`src/pkg/rtor_pkg.sv`:
```
// rtor_pkg: offsets, fields, reset values and carriers of the radio test override bank
package rtor_pkg;
   // register offsets on the serial register port
   localparam logic [6:0] OFF_SYN_TEST = 7'h5c;
   localparam logic [6:0] OFF_FORCE_A = 7'h5d;
   localparam logic [6:0] OFF_FORCE_B = 7'h5e;
   localparam logic [6:0] OFF_FORCE_SYN = 7'h5f;
   localparam logic [6:0] OFF_COEF_IDX = 7'h60;
   localparam logic [6:0] OFF_COEF_VAL = 7'h61;
   localparam logic [6:0] OFF_XTAL_CTL = 7'h62;
   // reset values of the writable bits
   localparam logic [7:0] RST_SYN_TEST = 8'h0e;
   localparam logic [7:0] RST_FORCE_A = 8'h00;
   localparam logic [7:0] RST_FORCE_B = 8'h00;
   localparam logic [7:0] RST_FORCE_SYN = 8'h00;
   localparam logic [3:0] RST_COEF_IDX = 4'h0;
   localparam logic [5:0] RST_COEF_VAL = 6'h00;
   localparam logic [4:0] RST_XTAL_CTL = 5'h04;
   // synthesizer test fields
   localparam int SYN_DITHER = 7;
   localparam int SYN_VCO_TYPE = 6;
   localparam int SYN_OPEN_LOOP = 5;
   localparam int SYN_MODULUS = 4;
   localparam int SYN_ORDER_LO = 2;
   localparam int SYN_RST_MODE = 1;
   localparam int SYN_RST = 0;
   // second override register fields
   localparam int FB_LOCK_DET = 6;
   localparam int FB_PLL_RST = 0;
   // oscillator control fields
   localparam int XC_PWST_LO = 5;
   localparam int XC_HYST = 4;
   localparam int XC_DOUBLE_BIAS = 3;
   localparam int XC_DOUBLE_GAIN = 2;
   localparam int XC_BUF_OVR = 1;
   localparam int XC_BUF_EN = 0;
   // coefficient table depth and width
   localparam int COEF_DEPTH = 16;
   localparam int COEF_W = 6;

   typedef enum logic [1:0] {
      RTOR_ORD_ZERO = 2'b00,
      RTOR_ORD_FIRST = 2'b01,
      RTOR_ORD_SECOND = 2'b10,
      RTOR_ORD_CASCADE = 2'b11
   } rtor_order_t;

   typedef enum logic [2:0] {
      RTOR_PW_LOW = 3'b000,
      RTOR_PW_READY = 3'b001,
      RTOR_PW_TX = 3'b010,
      RTOR_PW_TUNE = 3'b011,
      RTOR_PW_RX = 3'b111
   } rtor_pwst_t;

   // one register access from the serial port engine
   typedef struct packed {
      logic wr;
      logic rd;
      logic [6:0] addr;
      logic [7:0] wdata;
   } rtor_req_t;

   // delta-sigma modulator controls
   typedef struct packed {
      logic dither_en;
      logic open_loop;
      logic mod_65536;
      rtor_order_t order;
      logic rst_mode;
      logic rst;
   } rtor_dsm_t;

   // crystal oscillator controls
   typedef struct packed {
      logic clk_hyst;
      logic double_bias;
      logic double_gain;
      logic out_buf_en;
   } rtor_xtal_t;
endpackage : rtor_pkg

```
`src/verilog/rtor_regs.sv`:
```
// rtor_regs: test and override register bank with coefficient table
// How it works
// - synthesizer test bit 7 enables modulator dithering; clear means none
// - synthesizer test bit 6 reads oscillator variant, read only
// - modulus bit picks 64000 when 0, 65536 when 1
// - bits 3:2 pick modulator order zero, first, second, cascaded
// - synthesizer test bit 5 sets open-loop operation
// - first override register has eight force bits, amplifier at bit 4
// - first override register resets to all zero
// - second override register forces modulator, multiplexer and four buffers
// - second override bit 6 enables lock detector directly
// - second override bit 0 forces synthesizer loop reset
// - third override register resets zero, fractional divider at bit 7
// - coefficient index holds four-bit table address in bits 3:0
// - coefficient value shows six-bit entry at current index, upper bits reserved
// - oscillator control bits 7:5 report power state, read only
// - buffer override clear lets state machine drive the output buffer
// - buffer enable bit acts only while buffer override is set
// - oscillator control bit 3 doubles bias current
// - oscillator control bit 2 doubles amplification
// - writable low five oscillator bits reset to 00100
// - host reaches the bank through serial register access
`timescale 1ns/100ps
`default_nettype none
module rtor_regs (
   input wire logic clock_i,
   input wire logic rst_i,
   input wire rtor_pkg::rtor_req_t req_i,
   input wire logic vco_type_i,
   input wire rtor_pkg::rtor_pwst_t pwst_i,
   input wire logic sm_buf_en_i,
   output logic [7:0] rd_data_o,
   output rtor_pkg::rtor_dsm_t dsm_o,
   output logic [7:0] force_a_o,
   output logic [7:0] force_b_o,
   output logic [7:0] force_syn_o,
   output logic [3:0] coef_idx_o,
   output logic [5:0] coef_val_o,
   output rtor_pkg::rtor_xtal_t xtal_o
);

   ////////////////////////////////////////////////////////////////////////
   // storage

   logic [7:0] syn_r;
   logic [7:0] fa_r;
   logic [7:0] fb_r;
   logic [7:0] fs_r;
   logic [3:0] idx_r;
   logic [5:0] lut_r [rtor_pkg::COEF_DEPTH];
   logic [4:0] xc_r;
   logic [7:0] rd_nxt;

   // write strobe for one offset, shared by every register
   function automatic logic wr_hit(input rtor_pkg::rtor_req_t r, input logic [6:0] off);
      wr_hit = r.wr && (r.addr == off);
   endfunction : wr_hit

   ////////////////////////////////////////////////////////////////////////
   // writable registers, each takes the port write one edge later

   // synthesizer test; bit 6 is stored but reads back from the oscillator variant input
   always_ff @(posedge clock_i) begin
      if (rst_i) begin
         syn_r <= rtor_pkg::RST_SYN_TEST;
      end else if (wr_hit(req_i, rtor_pkg::OFF_SYN_TEST)) begin
         syn_r <= req_i.wdata;
      end
   end

   // first block override
   always_ff @(posedge clock_i) begin
      if (rst_i) begin
         fa_r <= rtor_pkg::RST_FORCE_A;
      end else if (wr_hit(req_i, rtor_pkg::OFF_FORCE_A)) begin
         fa_r <= req_i.wdata;
      end
   end

   // second block override, lock detect and loop reset included
   always_ff @(posedge clock_i) begin
      if (rst_i) begin
         fb_r <= rtor_pkg::RST_FORCE_B;
      end else if (wr_hit(req_i, rtor_pkg::OFF_FORCE_B)) begin
         fb_r <= req_i.wdata;
      end
   end

   // synthesizer block override
   always_ff @(posedge clock_i) begin
      if (rst_i) begin
         fs_r <= rtor_pkg::RST_FORCE_SYN;
      end else if (wr_hit(req_i, rtor_pkg::OFF_FORCE_SYN)) begin
         fs_r <= req_i.wdata;
      end
   end

   // coefficient index; reserved upper bits are dropped and read zero
   always_ff @(posedge clock_i) begin
      if (rst_i) begin
         idx_r <= rtor_pkg::RST_COEF_IDX;
      end else if (wr_hit(req_i, rtor_pkg::OFF_COEF_IDX)) begin
         idx_r <= req_i.wdata[3:0];
      end
   end

   // coefficient table, written through the value register at the current index
   always_ff @(posedge clock_i) begin
      if (rst_i) begin
         for (int i = 0; i < rtor_pkg::COEF_DEPTH; i++) begin
            lut_r[i] <= rtor_pkg::RST_COEF_VAL;
         end
      end else if (wr_hit(req_i, rtor_pkg::OFF_COEF_VAL)) begin
         lut_r[idx_r] <= req_i.wdata[5:0];
      end
   end

   // oscillator control, power state bits are not stored
   always_ff @(posedge clock_i) begin
      if (rst_i) begin
         xc_r <= rtor_pkg::RST_XTAL_CTL;
      end else if (wr_hit(req_i, rtor_pkg::OFF_XTAL_CTL)) begin
         xc_r <= req_i.wdata[4:0];
      end
   end

   ////////////////////////////////////////////////////////////////////////
   // read path: one cycle after the strobe, unmapped offsets read zero

   always_comb begin
      case (req_i.addr)
         rtor_pkg::OFF_SYN_TEST: begin
            rd_nxt = syn_r;
            rd_nxt[rtor_pkg::SYN_VCO_TYPE] = vco_type_i;
         end
         rtor_pkg::OFF_FORCE_A: rd_nxt = fa_r;
         rtor_pkg::OFF_FORCE_B: rd_nxt = fb_r;
         rtor_pkg::OFF_FORCE_SYN: rd_nxt = fs_r;
         rtor_pkg::OFF_COEF_IDX: rd_nxt = {4'h0, idx_r};
         rtor_pkg::OFF_COEF_VAL: rd_nxt = {2'h0, lut_r[idx_r]};
         rtor_pkg::OFF_XTAL_CTL: rd_nxt = {pwst_i, xc_r};
         default: rd_nxt = 8'h00;
      endcase
   end

   // holds the last answer until the next read strobe
   always_ff @(posedge clock_i) begin
      if (rst_i) begin
         rd_data_o <= 8'h00;
      end else if (req_i.rd) begin
         rd_data_o <= rd_nxt;
      end
   end

   ////////////////////////////////////////////////////////////////////////
   // controls to the analog blocks

   // dithering off whenever bit 7 is clear, no other path turns it on
   assign dsm_o.dither_en = syn_r[rtor_pkg::SYN_DITHER];
   assign dsm_o.open_loop = syn_r[rtor_pkg::SYN_OPEN_LOOP];
   assign dsm_o.mod_65536 = syn_r[rtor_pkg::SYN_MODULUS];
   assign dsm_o.order = rtor_pkg::rtor_order_t'(syn_r[rtor_pkg::SYN_ORDER_LO +: 2]);
   assign dsm_o.rst_mode = syn_r[rtor_pkg::SYN_RST_MODE];
   assign dsm_o.rst = syn_r[rtor_pkg::SYN_RST];
   assign force_a_o = fa_r;
   // lock detect at bit 6 and loop reset at bit 0 need no extra enable
   assign force_b_o = fb_r;
   assign force_syn_o = fs_r;
   assign coef_idx_o = idx_r;
   assign coef_val_o = lut_r[idx_r];
   assign xtal_o.clk_hyst = xc_r[rtor_pkg::XC_HYST];
   assign xtal_o.double_bias = xc_r[rtor_pkg::XC_DOUBLE_BIAS];
   assign xtal_o.double_gain = xc_r[rtor_pkg::XC_DOUBLE_GAIN];
   // enable bit is ignored unless the override bit hands it the buffer
   assign xtal_o.out_buf_en = xc_r[rtor_pkg::XC_BUF_OVR] ?
                              xc_r[rtor_pkg::XC_BUF_EN] : sm_buf_en_i;
endmodule : rtor_regs
`default_nettype wire
```
`config.mk`:
```
export PLATFORM = sky130hd
export DESIGN_NAME = rtor_regs
export DESIGN_NICKNAME = d
export VERILOG_FILES = /design/src/pkg/rtor_pkg.sv /design/src/verilog/rtor_regs.sv
export SDC_FILE = /design/constraint.sdc
export NUM_CORES = 1
export LEC_CHECK = 0
export ABC_CLOCK_PERIOD_IN_PS = 1650
export BUFFER_PORTS_ARGS = -buffer_cell sky130_fd_sc_hd__buf_4
export CAP_MARGIN = 20
export CORE_MARGIN = 4
export CORE_UTILIZATION = 40
export DETAILED_ROUTE_END_ITERATION = 16
export GPL_ROUTABILITY_DRIVEN = 0
export PLACE_DENSITY_LB_ADDON = 0.12
export SYNTH_ARGS = -nofsm -noshare
export SYNTH_HDL_FRONTEND = slang
export SYNTH_SLANG_ARGS = --single-unit
```
`constraint.sdc`:
```
create_clock -name clock_i -period 1.65 [get_ports clock_i]
set_clock_uncertainty 0.05 [all_clocks]
set_input_delay 0.165 -clock clock_i [delete_from_list [all_inputs] [get_ports clock_i]]
set_output_delay 0.165 -clock clock_i [all_outputs]
set_load 0.1 [all_outputs]
```
# After elaboration in Yosys (flattened, before gate mapping)
# Memories as Yosys holds them, arrays and structs flattened. A register that Yosys moved wholly into a read port is not among the register bits.
# Index checks and enable logic that the tools add are counted.
# totals
reg_bits	49
ram_bits	96
inputBits	24
output_inout_bits	53
wordCells	35
memories	1
# op_classes
eq_ne	7
n_mux	12
reduce_logical	8
# memory_table
name	depth	word_bits	rd	rd_clocked_by_memory_dff	write_ports	line	source
lut_r	16	6	1	1	16	rtor_regs.sv:50	logic [5:0] lut_r [rtor_pkg::COEF_DEPTH];
# op_table
cell	n
$pmux 8 s7	1
$eq 7x7->1 const B	7
$mux 4	3
$logic_and 1x1->1	7
$mux 1	7
$mux 6	1
$reduce_or 6->1	1

# Longest topological paths before layout
# Gate-level depths: netlist of the first run.
# depth
word_depth	7
depth_mapped	7
mapped_depth_nobuf	5

# Worst setup path before layout of the first run
# OpenSTA, ideal clock, no wires.
# synth_timing
path_type	register -> register
start	register (tool-made name)
end	register rd_data_o[2]
setup_ns	0.133
arrival_time_ns	2.354
required_ns	1.467
path_slack_ns	-0.887
path_stages_with_launch	8
period_less_slack_ns	2.537
cell_sequence	dfxtp_1 > buf_6 > buf_6 > mux4_1 > a22oi_1 > nand2_1 > a22oi_1 > o21ai_0
# synth_lines
element	line	source
end signal: assignment	rtor_regs.sv:151	rd_data_o <= rd_nxt;
end: declaration	rtor_regs.sv:32	output logic [7:0] rd_data_o,

==> results of run 1 <==
==> cell type report <==
type	count	area, um2	share of cell area
Multi-Input combinational cell	346	3005	0.3314
Sequential cell	148	3943	0.4347
Timing Repair Buffer	145	1216	0.1341
Inverter	3	11.26	0.001242
Clock buffer	17	425.4	0.04690
Clock inverter	15	193.9	0.02138
Tap cell	220	275.3	0.03035
==> power breakdown <==
part	switching [W]	total (W)	internal (W)
clock	0.00163	0.00405	0.00242
sequential	0.0000324	0.00404	0.00401
combinational	0.000358	0.000562	0.000204
==> timing repair <==
item                                   4_1_cts  5_1_grt
pin swaps                                    4       15
gates cloned                                 0        1
setup buffers                                0        6
setup endpoints to repair                   12       33
gates resized for setup                     12       17
hold buffers                                 4        0
endpoints found under the hold margin        9        0
==> cells in the mapped netlist, drive strengths merged <==
cell	instances	share of area
nor3b	3	0.0057
mux2i	34	0.050
o22a	1	0.0013
a22o	1	0.0013
dfxtp	52	0.15
nand2b	4	0.0037
nor2b	5	0.0046
nand3	10	0.0095
o211ai	2	0.0022
a32oi	1	0.0013
edfxtp	96	0.42
mux2	4	0.0066
nor2	49	0.027
a221o	1	0.0015
o21ai	6	0.0044
or2	16	0.015
nand4	4	0.0058
and4b	1	0.0015
a211o	4	0.0051
nor3	19	0.015
nor4	3	0.0093
nand3b	1	0.0011
nand2	25	0.014
a21oi	7	0.0051
and2	84	0.077
buf	18	0.016
inv	3	0.0016
and3	2	0.0018
o22ai	2	0.0018
a221oi	1	0.0013
nand4b	3	0.0047
a21o	1	0.0011
a211oi	1	0.0011
a22oi	21	0.023
clkbuf	20	0.011
mux4	28	0.093
nor4b	2	0.0047
==> per-stage QoR <==
| stage | total power, W | cells | setup slack (ns) | hold slack, ns |
|---|---|---|---|---|
| after floorplan | 0.004430 | 535 | -0.2996 | 0.2589 |
| after global placement | 0.004638 | 851 | -0.3198 | 0.3729 |
| after detailed placement | 0.004644 | 851 | -0.3608 | 0.3870 |
| after CTS | 0.008678 | 887 | -0.7143 | 0.09234 |
| after global routing | 0.008891 | 894 | -0.7363 | 0.1086 |
| final | 0.008655 | 894 | -0.6732 | 0.1078 |
==> layout by cell type (no fill, tap or decap), drive strengths merged, types with 3 or more instances in the layout <==
cell         count
buf            140
edfxtp          96
and2            84
dfxtp           52
nor2            49
mux2i           34
mux4            28
nand2           25
a22oi           21
nor3            19
clkbuf          18
or2             16
nand3           10
inv             10
a21oi            7
o21ai            6
nor2b            5
mux2             4
a211o            4
dlygate4sd3      4
nand4            4
nand2b           4
nor3b            3
nor4             3
bufinv           3
nand4b           3
clkinvlp         3
==> worst min-delay path, delay by kind of cell <==
| kind | cells | cell delay [ns] |
|---|---|---|
| buffers and inverters | 1 | 0.20 |
| and+or+nand+nor | 1 | 0.10 |
| AOI/OAI and AO/OA | 1 | 0.06 |
==> state kept, by name, summed over array words and instances, names as in the netlist, named ones only <==
signal,flops
syn_r,7
xc_r,5
force_b_o,8
coef_idx_o,4
lut_r,96
force_syn_o,8
force_a_o,8
rd_data_o,8
==> cell families (layout without fill, tap and decap cells) <==
| family | Yosys count | in the layout | share of synthesized area |
|---|---|---|---|
| simple gates | 231 | 231 | 0.1992 |
| flops | 148 | 148 | 0.5727 |
| compound gates | 49 | 49 | 0.05040 |
| buf+inv | 41 | 180 | 0.02885 |
| mux | 66 | 66 | 0.1488 |
==> layer usage <==
metal	part of all wire	global-route usage
met1	0.44	0.2688
met2	0.50	0.3214
met3	0.046	0.03931
met4	0.016	0.06385
met5	0	0
==> worst max-delay path by stage <==
| stage | start | to | depth (start not counted) |
|---|---|---|---|
| final | flop | coef_val_o[1] | 5 |
| after CTS | flop | coef_val_o[2] | 5 |
| after global placement | req_i[12] | lut_r[0][5] | 7 |
| after detailed placement | req_i[12] | lut_r[0][5] | 7 |
| after global routing | flop | coef_val_o[1] | 5 |
| after floorplan | flop | rd_data_o[1] | 7 |
==> results.py, run 1 <==
metrics = {
    "clock_network": {
        "cts_tree": "built",
        "clkSlewWorstSetupHoldPaths_ns": 0.06,
        "root_buffer": "clkbuf_16",
        "cts-buffers-inserted": 17,
        "cts-htree-levels": 4,
        "clock_path_buffers": 2,
        "clk_latency_ns": 0.43,
        "cts.sinks": 148,
    },
    "finish": {
        "stdcell_area_mm2": 0.009070,
        "finalNetCount": 685,
        "final_util": 0.5431,
        "syn_to_final_growth_pct": 32.38,
        "diodes": 0,
        "nFillCells": 1432,
        "layout-drive-gt1-share": 0.4095,
    },
    "grt": {
        "antenna_found_initial": 0,
        "grt_overflow": 0,
        "grt_pass1_wl_um": 28770,
        "grt_pass1_vias": 4846,
        "grt_max_degree": 37,
        "grt_use_total": 0.1979,
    },
    "sta": {
        "min_period_ns": 2.323,
        "finalHoldViolations": 0,
        "finalSetupTns_ns": -5.631,
        "slew_headroom": 0.4390,
        "fin_crit_sh": 1.408,
        "fmax_mhz": 430.4,
        "rsz0062_at_grt": "true",
        "finalSetupViolations": 12,
        "worst_slew_pin_slew_ns": 0.8398,
        "slew_viol_final": 0,
        "postLayoutSetupSlackWorst_ns": -0.6732,
    },
    "routing": {
        "drt-total-wl_um": 18900,
        "drcViolationCount": 0,
        "ant_nets": 0,
        "via_per_inst": 5.291,
        "dr.pass1.iters": 5,
        "vias": 4730,
        "wl_per_cell_um": 21.14,
        "drt-initial-drc-count": 316,
    },
    "yosys": {
        "ys_ff_latch": 148,
        "ys_warn_count": 0,
        "syn_nets": 559,
        "synth_area_mm2": 0.006852,
        "syn_area_per_cell_um2": 12.81,
        "synth_cell_types": 49,
        "netlist_instances": 535,
        "yosysSeqAreaShare": 0.5727,
    },
    "worst_setup_path": {
        "slowest_stage": "mux4_2",
        "slowest_delay_ns": 0.52,
        "crit_top_cell": "buf_12",
        "path_delay_family": "multiplexers",
        "rr_worst_depth": 6,
        "required_ns": 1.43,
        "worstPathArrival_ns": 2.11,
        "critical_path_class": "reg -> out",
        "start_kind": "flop",
        "crit_chain": "buf_12 > mux4_2 > a22oi_2 > nand2_4 > buf_12",
        "path_buf_inv": 2,
        "critPathCaptureType": "primary output",
        "reg2reg_to": "rd_data_o[5]",
        "r2r_slack_ns": -0.41,
        "crit_fanout": 6,
    },
    "floorplan": {
        "core_mm2": 0.01670,
        "fp.dieH_um": 138.9,
        "die_w_um": 138.9,
        "initial_utilization": 0.4102,
        "die_area_mm2": 0.01929,
        "top_level_ports": 77,
        "rows": 47,
    },
    "hold_path": {
        "min_to": "xc_r[1]",
        "min_path_cells": 3,
        "hp-class": "in -> reg",
        "holdCritStartpoint": "req_i[1]",
    },
    "run": {
        "maxCapViolations": 0,
    },
    "power_and_ir_drop": {
        "power_density_mw_per_mm2": 954.3,
        "peakVddDrop_uv": 694.8,
        "p_leak_nw": 3.631,
    },
    "status": {
        "violations": "negative setup slack",
        "status": "finished, violations left",
    },
    "placement": {
        "placed_area_mm2": 0.008225,
        "dp_hpwl_um": 13790,
        "port_buffers": 76,
    },
}
(Power assumes the default switching activity.)
==> run 2, diff against run 1 <==
Settings changed: BUFFER_PORTS_ARGS -buffer_cell sky130_fd_sc_hd__buf_4 to unset, CORE_ASPECT_RATIO set to 1.4, DONT_BUFFER_PORTS set to 1, HOLD_SLACK_MARGIN set to 0.1.
==> results.py, run 2 (same netlist as run 1, synthesis figures left out) <==
metrics = {
    "status": {
        "status": "finished, violations left",
        "violations": "negative setup slack",
    },
    "sta": {
        "finalSetupTns_ns": -5.089,
        "fmax_mhz": 434.5,
        "min_period_ns": 2.301,
        "slew_viol_final": 0,
        "finalHoldViolations": 0,
        "worst_slew_pin_slew_ns": 1.132,
        "fin_crit_sh": 1.395,
        "rsz0062_at_grt": "true",
        "postLayoutSetupSlackWorst_ns": -0.6513,
        "slew_headroom": 0.2426,
        "finalSetupViolations": 18,
    },
    "placement": {
        "dp_hpwl_um": 14030,
        "port_buffers": 0,
        "pre_cts_ws_ns": -0.2604,
    },
    "worst_setup_path": {
        "slowest_stage": "mux4_2",
        "crit_chain": "buf_12 > buf_12 > mux4_2 > a22oi_2 > nand2_4 > buf_12",
        "reg2reg_to": "rd_data_o[4]",
        "critical_path_class": "reg -> out",
        "worstPathArrival_ns": 2.09,
        "critPathCaptureType": "primary output",
        "endpoint": "coef_val_o[2]",
        "path_depth": 6,
        "crit_fanout": 7,
        "slowest_delay_ns": 0.49,
        "start_kind": "flop",
        "rr_worst_depth": 8,
        "required_ns": 1.43,
        "path_buf_inv": 3,
        "r2r_slack_ns": -0.29,
        "crit_top_cell": "buf_12",
        "path_delay_family": "multiplexers",
    },
    "floorplan": {
        "top_level_ports": 77,
        "rows": 56,
        "fp.dieH_um": 162.9,
        "die_w_um": 118.6,
        "core_mm2": 0.01682,
        "initial_utilization": 0.4074,
        "die_area_mm2": 0.01932,
    },
    "power_and_ir_drop": {
        "power_density_mw_per_mm2": 923.7,
        "peakVddDrop_uv": 480.1,
        "p_total_w": 0.008383,
        "p_leak_nw": 3.640,
    },
    "routing": {
        "drcViolationCount": 0,
        "drt-total-wl_um": 20090,
        "dr.pass1.iters": 5,
        "via_per_inst": 5.460,
        "wl_per_cell_um": 23.15,
        "ant_nets": 0,
        "drt-initial-drc-count": 250,
        "vias": 4739,
    },
    "clock_network": {
        "cts-htree-levels": 4,
        "clock_path_buffers": 2,
        "cts_tree": "built",
        "clk_latency_ns": 0.43,
        "root_buffer": "clkbuf_16",
        "cts.sinks": 148,
        "cts-buffers-inserted": 17,
        "clkSlewWorstSetupHoldPaths_ns": 0.06,
    },
    "grt": {
        "grt_pass1_wl_um": 30680,
        "antenna_found_initial": 1,
        "grt_overflow": 0,
        "grt_pass1_vias": 5226,
        "grt_use_total": 0.2156,
        "grt_max_degree": 58,
    },
    "finish": {
        "largest_reg_flops": 96,
        "final_cell_mix": "buf_4, edfxtp_1, and2_1",
        "syn_to_final_growth_pct": 32.45,
        "finalNetCount": 675,
        "layout-drive-gt1-share": 0.3795,
        "regMostFlops": "lut_r",
        "layout_commonest_cell": "buf_4",
    },
    "hold_path": {
        "hp-class": "in -> reg",
        "min_path_cells": 3,
    },
    "run": {
        "maxCapViolations": 0,
    },
}
[run 2: cell types whose count changed in the layout (fill, tap and decap cells not counted), sizes merged, moves of 2 or more]
cell,delta
clkinvlp,-2
clkbuf,+6
clkinv,+4
dlymetal6s4s,+3
buf,-22
inv,-6
dlygate4sd3,+10
bufinv,-3
[run 2: worst min path at each step]
stage	start	endpoint	slack [ns]
floorplan	req_i[1]	force_a_o[1]	0.26
global placement	rst_i	force_b_o[0]	0.19
detailed placement	rst_i	force_b_o[6]	0.20
CTS	req_i[8]	rd_data_o[1]	0.10
global route	req_i[8]	rd_data_o[6]	0.14
finish	req_i[8]	rd_data_o[1]	0.12
[run 2: where the power goes]
part	switching [W]	internal, W	total [W]
clock network	0.00153	0.00229	0.00381
registers	0.0000358	0.00401	0.00404
logic	0.000330	0.000193	0.000523
[run 2: layout make-up]
class                           count  area [um2]
Antenna cell                        1       2.502
Clock buffer                       24       536.8
Clock inverter                      8       61.31
Fill cell                        1416        7741
Inverter                            3       11.26
Multi-Input combinational cell    346        3009
Sequential cell                   148        3943
Tap cell                          203       254.0
Timing Repair Buffer              135        1257
[run 2: timing repair]
action,in CTS,in global routing
setup endpoints to repair,31,49
resized for setup,13,10
hold buffers,19,0
gates cloned,0,0
hold endpoints to repair,228,0
pin swaps,7,7
buffers inserted,6,4
[run 2: worst register-to-register path, cell delays in order, from the launching register on]
cell,delay (ns)
dfxtp_4,0.38
buf_12,0.14
buf_4,0.11
mux4_2,0.50
a22oi_2,0.24
nand2_4,0.08
buf_4,0.14
a22oi_2,0.10
o21ai_1,0.08
[run 2: routing by layer]
| layer | vias up | GRT usage | wire length [um] |
|---|---|---|---|
| met5 | - | 0 | 0 |
| met3 | 29 | 0.04691 | 1118 |
| met2 | 161 | 0.3972 | 11020 |
| li1 | 2199 | - | - |
| met4 | 0 | 0.08434 | 547 |
| met1 | 2350 | 0.2418 | 7404 |
[run 2: through the flow]
step / instances / hold WS [ns] / instance area (um2) / util
CTS: 863 / 0.1027 / 9005 / 0.5355
global placement: 806 / 0.1937 / 8069 / 0.4798
global route: 868 / 0.1410 / 9075 / 0.5397
finish: 868 / 0.1154 / 9075 / 0.5397
floorplan: 535 / 0.2589 / 7156 / -
detailed placement: 806 / 0.1954 / 8069 / 0.4798
==> run 3, diff against run 2 <==
--- a/constraint.sdc
+++ b/constraint.sdc
@@ -3,3 +3,3 @@
 set_input_delay 0.165 -clock clock_i [delete_from_list [all_inputs] [get_ports clock_i]]
 set_output_delay 0.165 -clock clock_i [all_outputs]
-set_load 0.1 [all_outputs]
+set_load 0.05 [all_outputs]
==> results.py, run 3 (same netlist as run 1, synthesis figures left out) <==
metrics = {
    "floorplan": {
        "fp.dieH_um": 162.9,
        "die_w_um": 118.6,
        "initial_utilization": 0.4074,
        "die_area_mm2": 0.01932,
        "rows": 56,
        "core_mm2": 0.01682,
        "top_level_ports": 77,
    },
    "grt": {
        "grt_max_degree": 58,
        "grt_overflow": 0,
        "grt_pass1_wl_um": 30970,
        "grt_use_total": 0.2174,
        "grt_pass1_vias": 5151,
        "antenna_found_initial": 0,
    },
    "clock_network": {
        "cts-htree-levels": 4,
        "cts-buffers-inserted": 17,
        "clock_path_buffers": 2,
        "root_buffer": "clkbuf_16",
        "cts_tree": "built",
        "clk_latency_ns": 0.42,
        "cts.sinks": 148,
        "clkSlewWorstSetupHoldPaths_ns": 0.06,
    },
    "sta": {
        "rsz0062_at_grt": "true",
        "finalSetupViolations": 12,
        "slew_headroom": 0.2416,
        "finalHoldViolations": 0,
        "fmax_mhz": 447.2,
        "min_period_ns": 2.236,
        "postLayoutSetupSlackWorst_ns": -0.5860,
        "finalSetupTns_ns": -4.195,
        "slew_viol_final": 0,
        "worst_slew_pin_slew_ns": 1.134,
        "fin_crit_sh": 1.355,
    },
    "finish": {
        "final_cell_mix": "edfxtp_1, buf_4, and2_1",
        "stdcell_area_mm2": 0.008960,
        "layout_commonest_cell": "edfxtp_1",
        "diodes": 0,
        "final_util": 0.5328,
        "regMostFlops": "lut_r",
        "finalNetCount": 670,
        "layout-drive-gt1-share": 0.3718,
        "syn_to_final_growth_pct": 30.77,
        "largest_reg_flops": 96,
    },
    "routing": {
        "drt-initial-drc-count": 238,
        "via_per_inst": 5.465,
        "drt-total-wl_um": 20200,
        "dr.pass1.iters": 4,
        "drcViolationCount": 0,
        "ant_nets": 0,
        "vias": 4711,
        "wl_per_cell_um": 23.44,
    },
    "worst_setup_path": {
        "required_ns": 1.43,
        "crit_fanout": 11,
        "worstPathArrival_ns": 2.02,
        "critPathCaptureType": "primary output",
        "critical_path_class": "reg -> out",
        "start_kind": "flop",
    },
    "placement": {
        "port_buffers": 0,
        "dp_hpwl_um": 14340,
        "placed_area_mm2": 0.008016,
    },
    "run": {
        "maxCapViolations": 0,
    },
    "power_and_ir_drop": {
        "p_leak_nw": 3.574,
        "peakVddDrop_uv": 491.6,
        "power_density_mw_per_mm2": 933.3,
    },
    "hold_path": {
        "hp-class": "in -> reg",
    },
    "status": {
        "status": "finished, violations left",
        "violations": "negative setup slack",
    },
}
[run 3: changes by cell type in the layout (fill, tap and decap cells not counted), sizes merged, moves of 2 or more]
cell / before / now
buf: 118 / 111
clkinv: 6 / 3
dlygate4sd3: 14 / 16
inv: 4 / 10
clkbuf: 24 / 22
[run 3: worst paths after layout]
check	startpoint	endpoint	slack (ns)	cells after the start
worst max register to register	flop	rd_data_o[5]	-0.23	6
worst min-delay path	req_i[14]	rd_data_o[4]	0.13	3
worst max-delay path	flop	coef_val_o[1]	-0.59	5
worst min register to register	xc_r[1]	xc_r[1]	0.46	2
[run 3: layout make-up]
cell class | instances | area, um2
Tap cell | 203 | 254.0
Inverter | 3 | 11.26
Timing Repair Buffer | 130 | 1160
Multi-Input combinational cell | 346 | 2999
Clock inverter | 10 | 80.08
Sequential cell | 148 | 3938
Clock buffer | 22 | 518.0
Fill cell | 1475 | 7856
[run 3: critical path, stage by stage, from the launching register on]
cell and delay [ns]:
dfxtp_4 0.37, buf_12 0.14, mux4_2 0.53, a22oi_2 0.28, nand2_4 0.11, buf_6 0.17
[run 3: power breakdown]
group          switching (W)  total, W  leakage [nW]  internal (W)
combinational       0.000278  0.000455          1.87      0.000177
clock                0.00159   0.00386         0.299       0.00227
sequential         0.0000360   0.00405          1.41       0.00401
total                0.00191   0.00836          3.57       0.00646
[run 3: per-stage QoR]
step	total power, W	worst slack, ns	hold WS (ns)	std cells
after global routing	0.008628	-0.6358	0.1267	862
after floorplan	0.004387	-0.1874	0.2589	535
after detailed placement	0.004442	-0.2123	0.1955	803
after global placement	0.004435	-0.2536	0.1933	803
after CTS	0.008431	-0.6175	0.1019	858
final	0.008362	-0.5860	0.1275	862
[run 3: what timing repair did]
item                                   4_1_cts  5_1_grt
hold buffers                                19        1
endpoints found under the hold margin      233        2
buffers inserted                             4        3
gates resized for setup                      8       14
setup endpoints to repair                   24       91
pin swaps                                    6       12
[run 3: layer usage]
| metal | global-route usage | routed length [um] | up-vias | share of wire |
|---|---|---|---|---|
| met5 | 0 | 0 | - | 0 |
| met3 | 0.05316 | 1087 | 35 | 0.054 |
| li1 | - | - | 2189 | - |
| met4 | 0.09014 | 701 | 0 | 0.035 |
| met2 | 0.4034 | 11050 | 152 | 0.55 |
| met1 | 0.2353 | 7368 | 2335 | 0.36 |
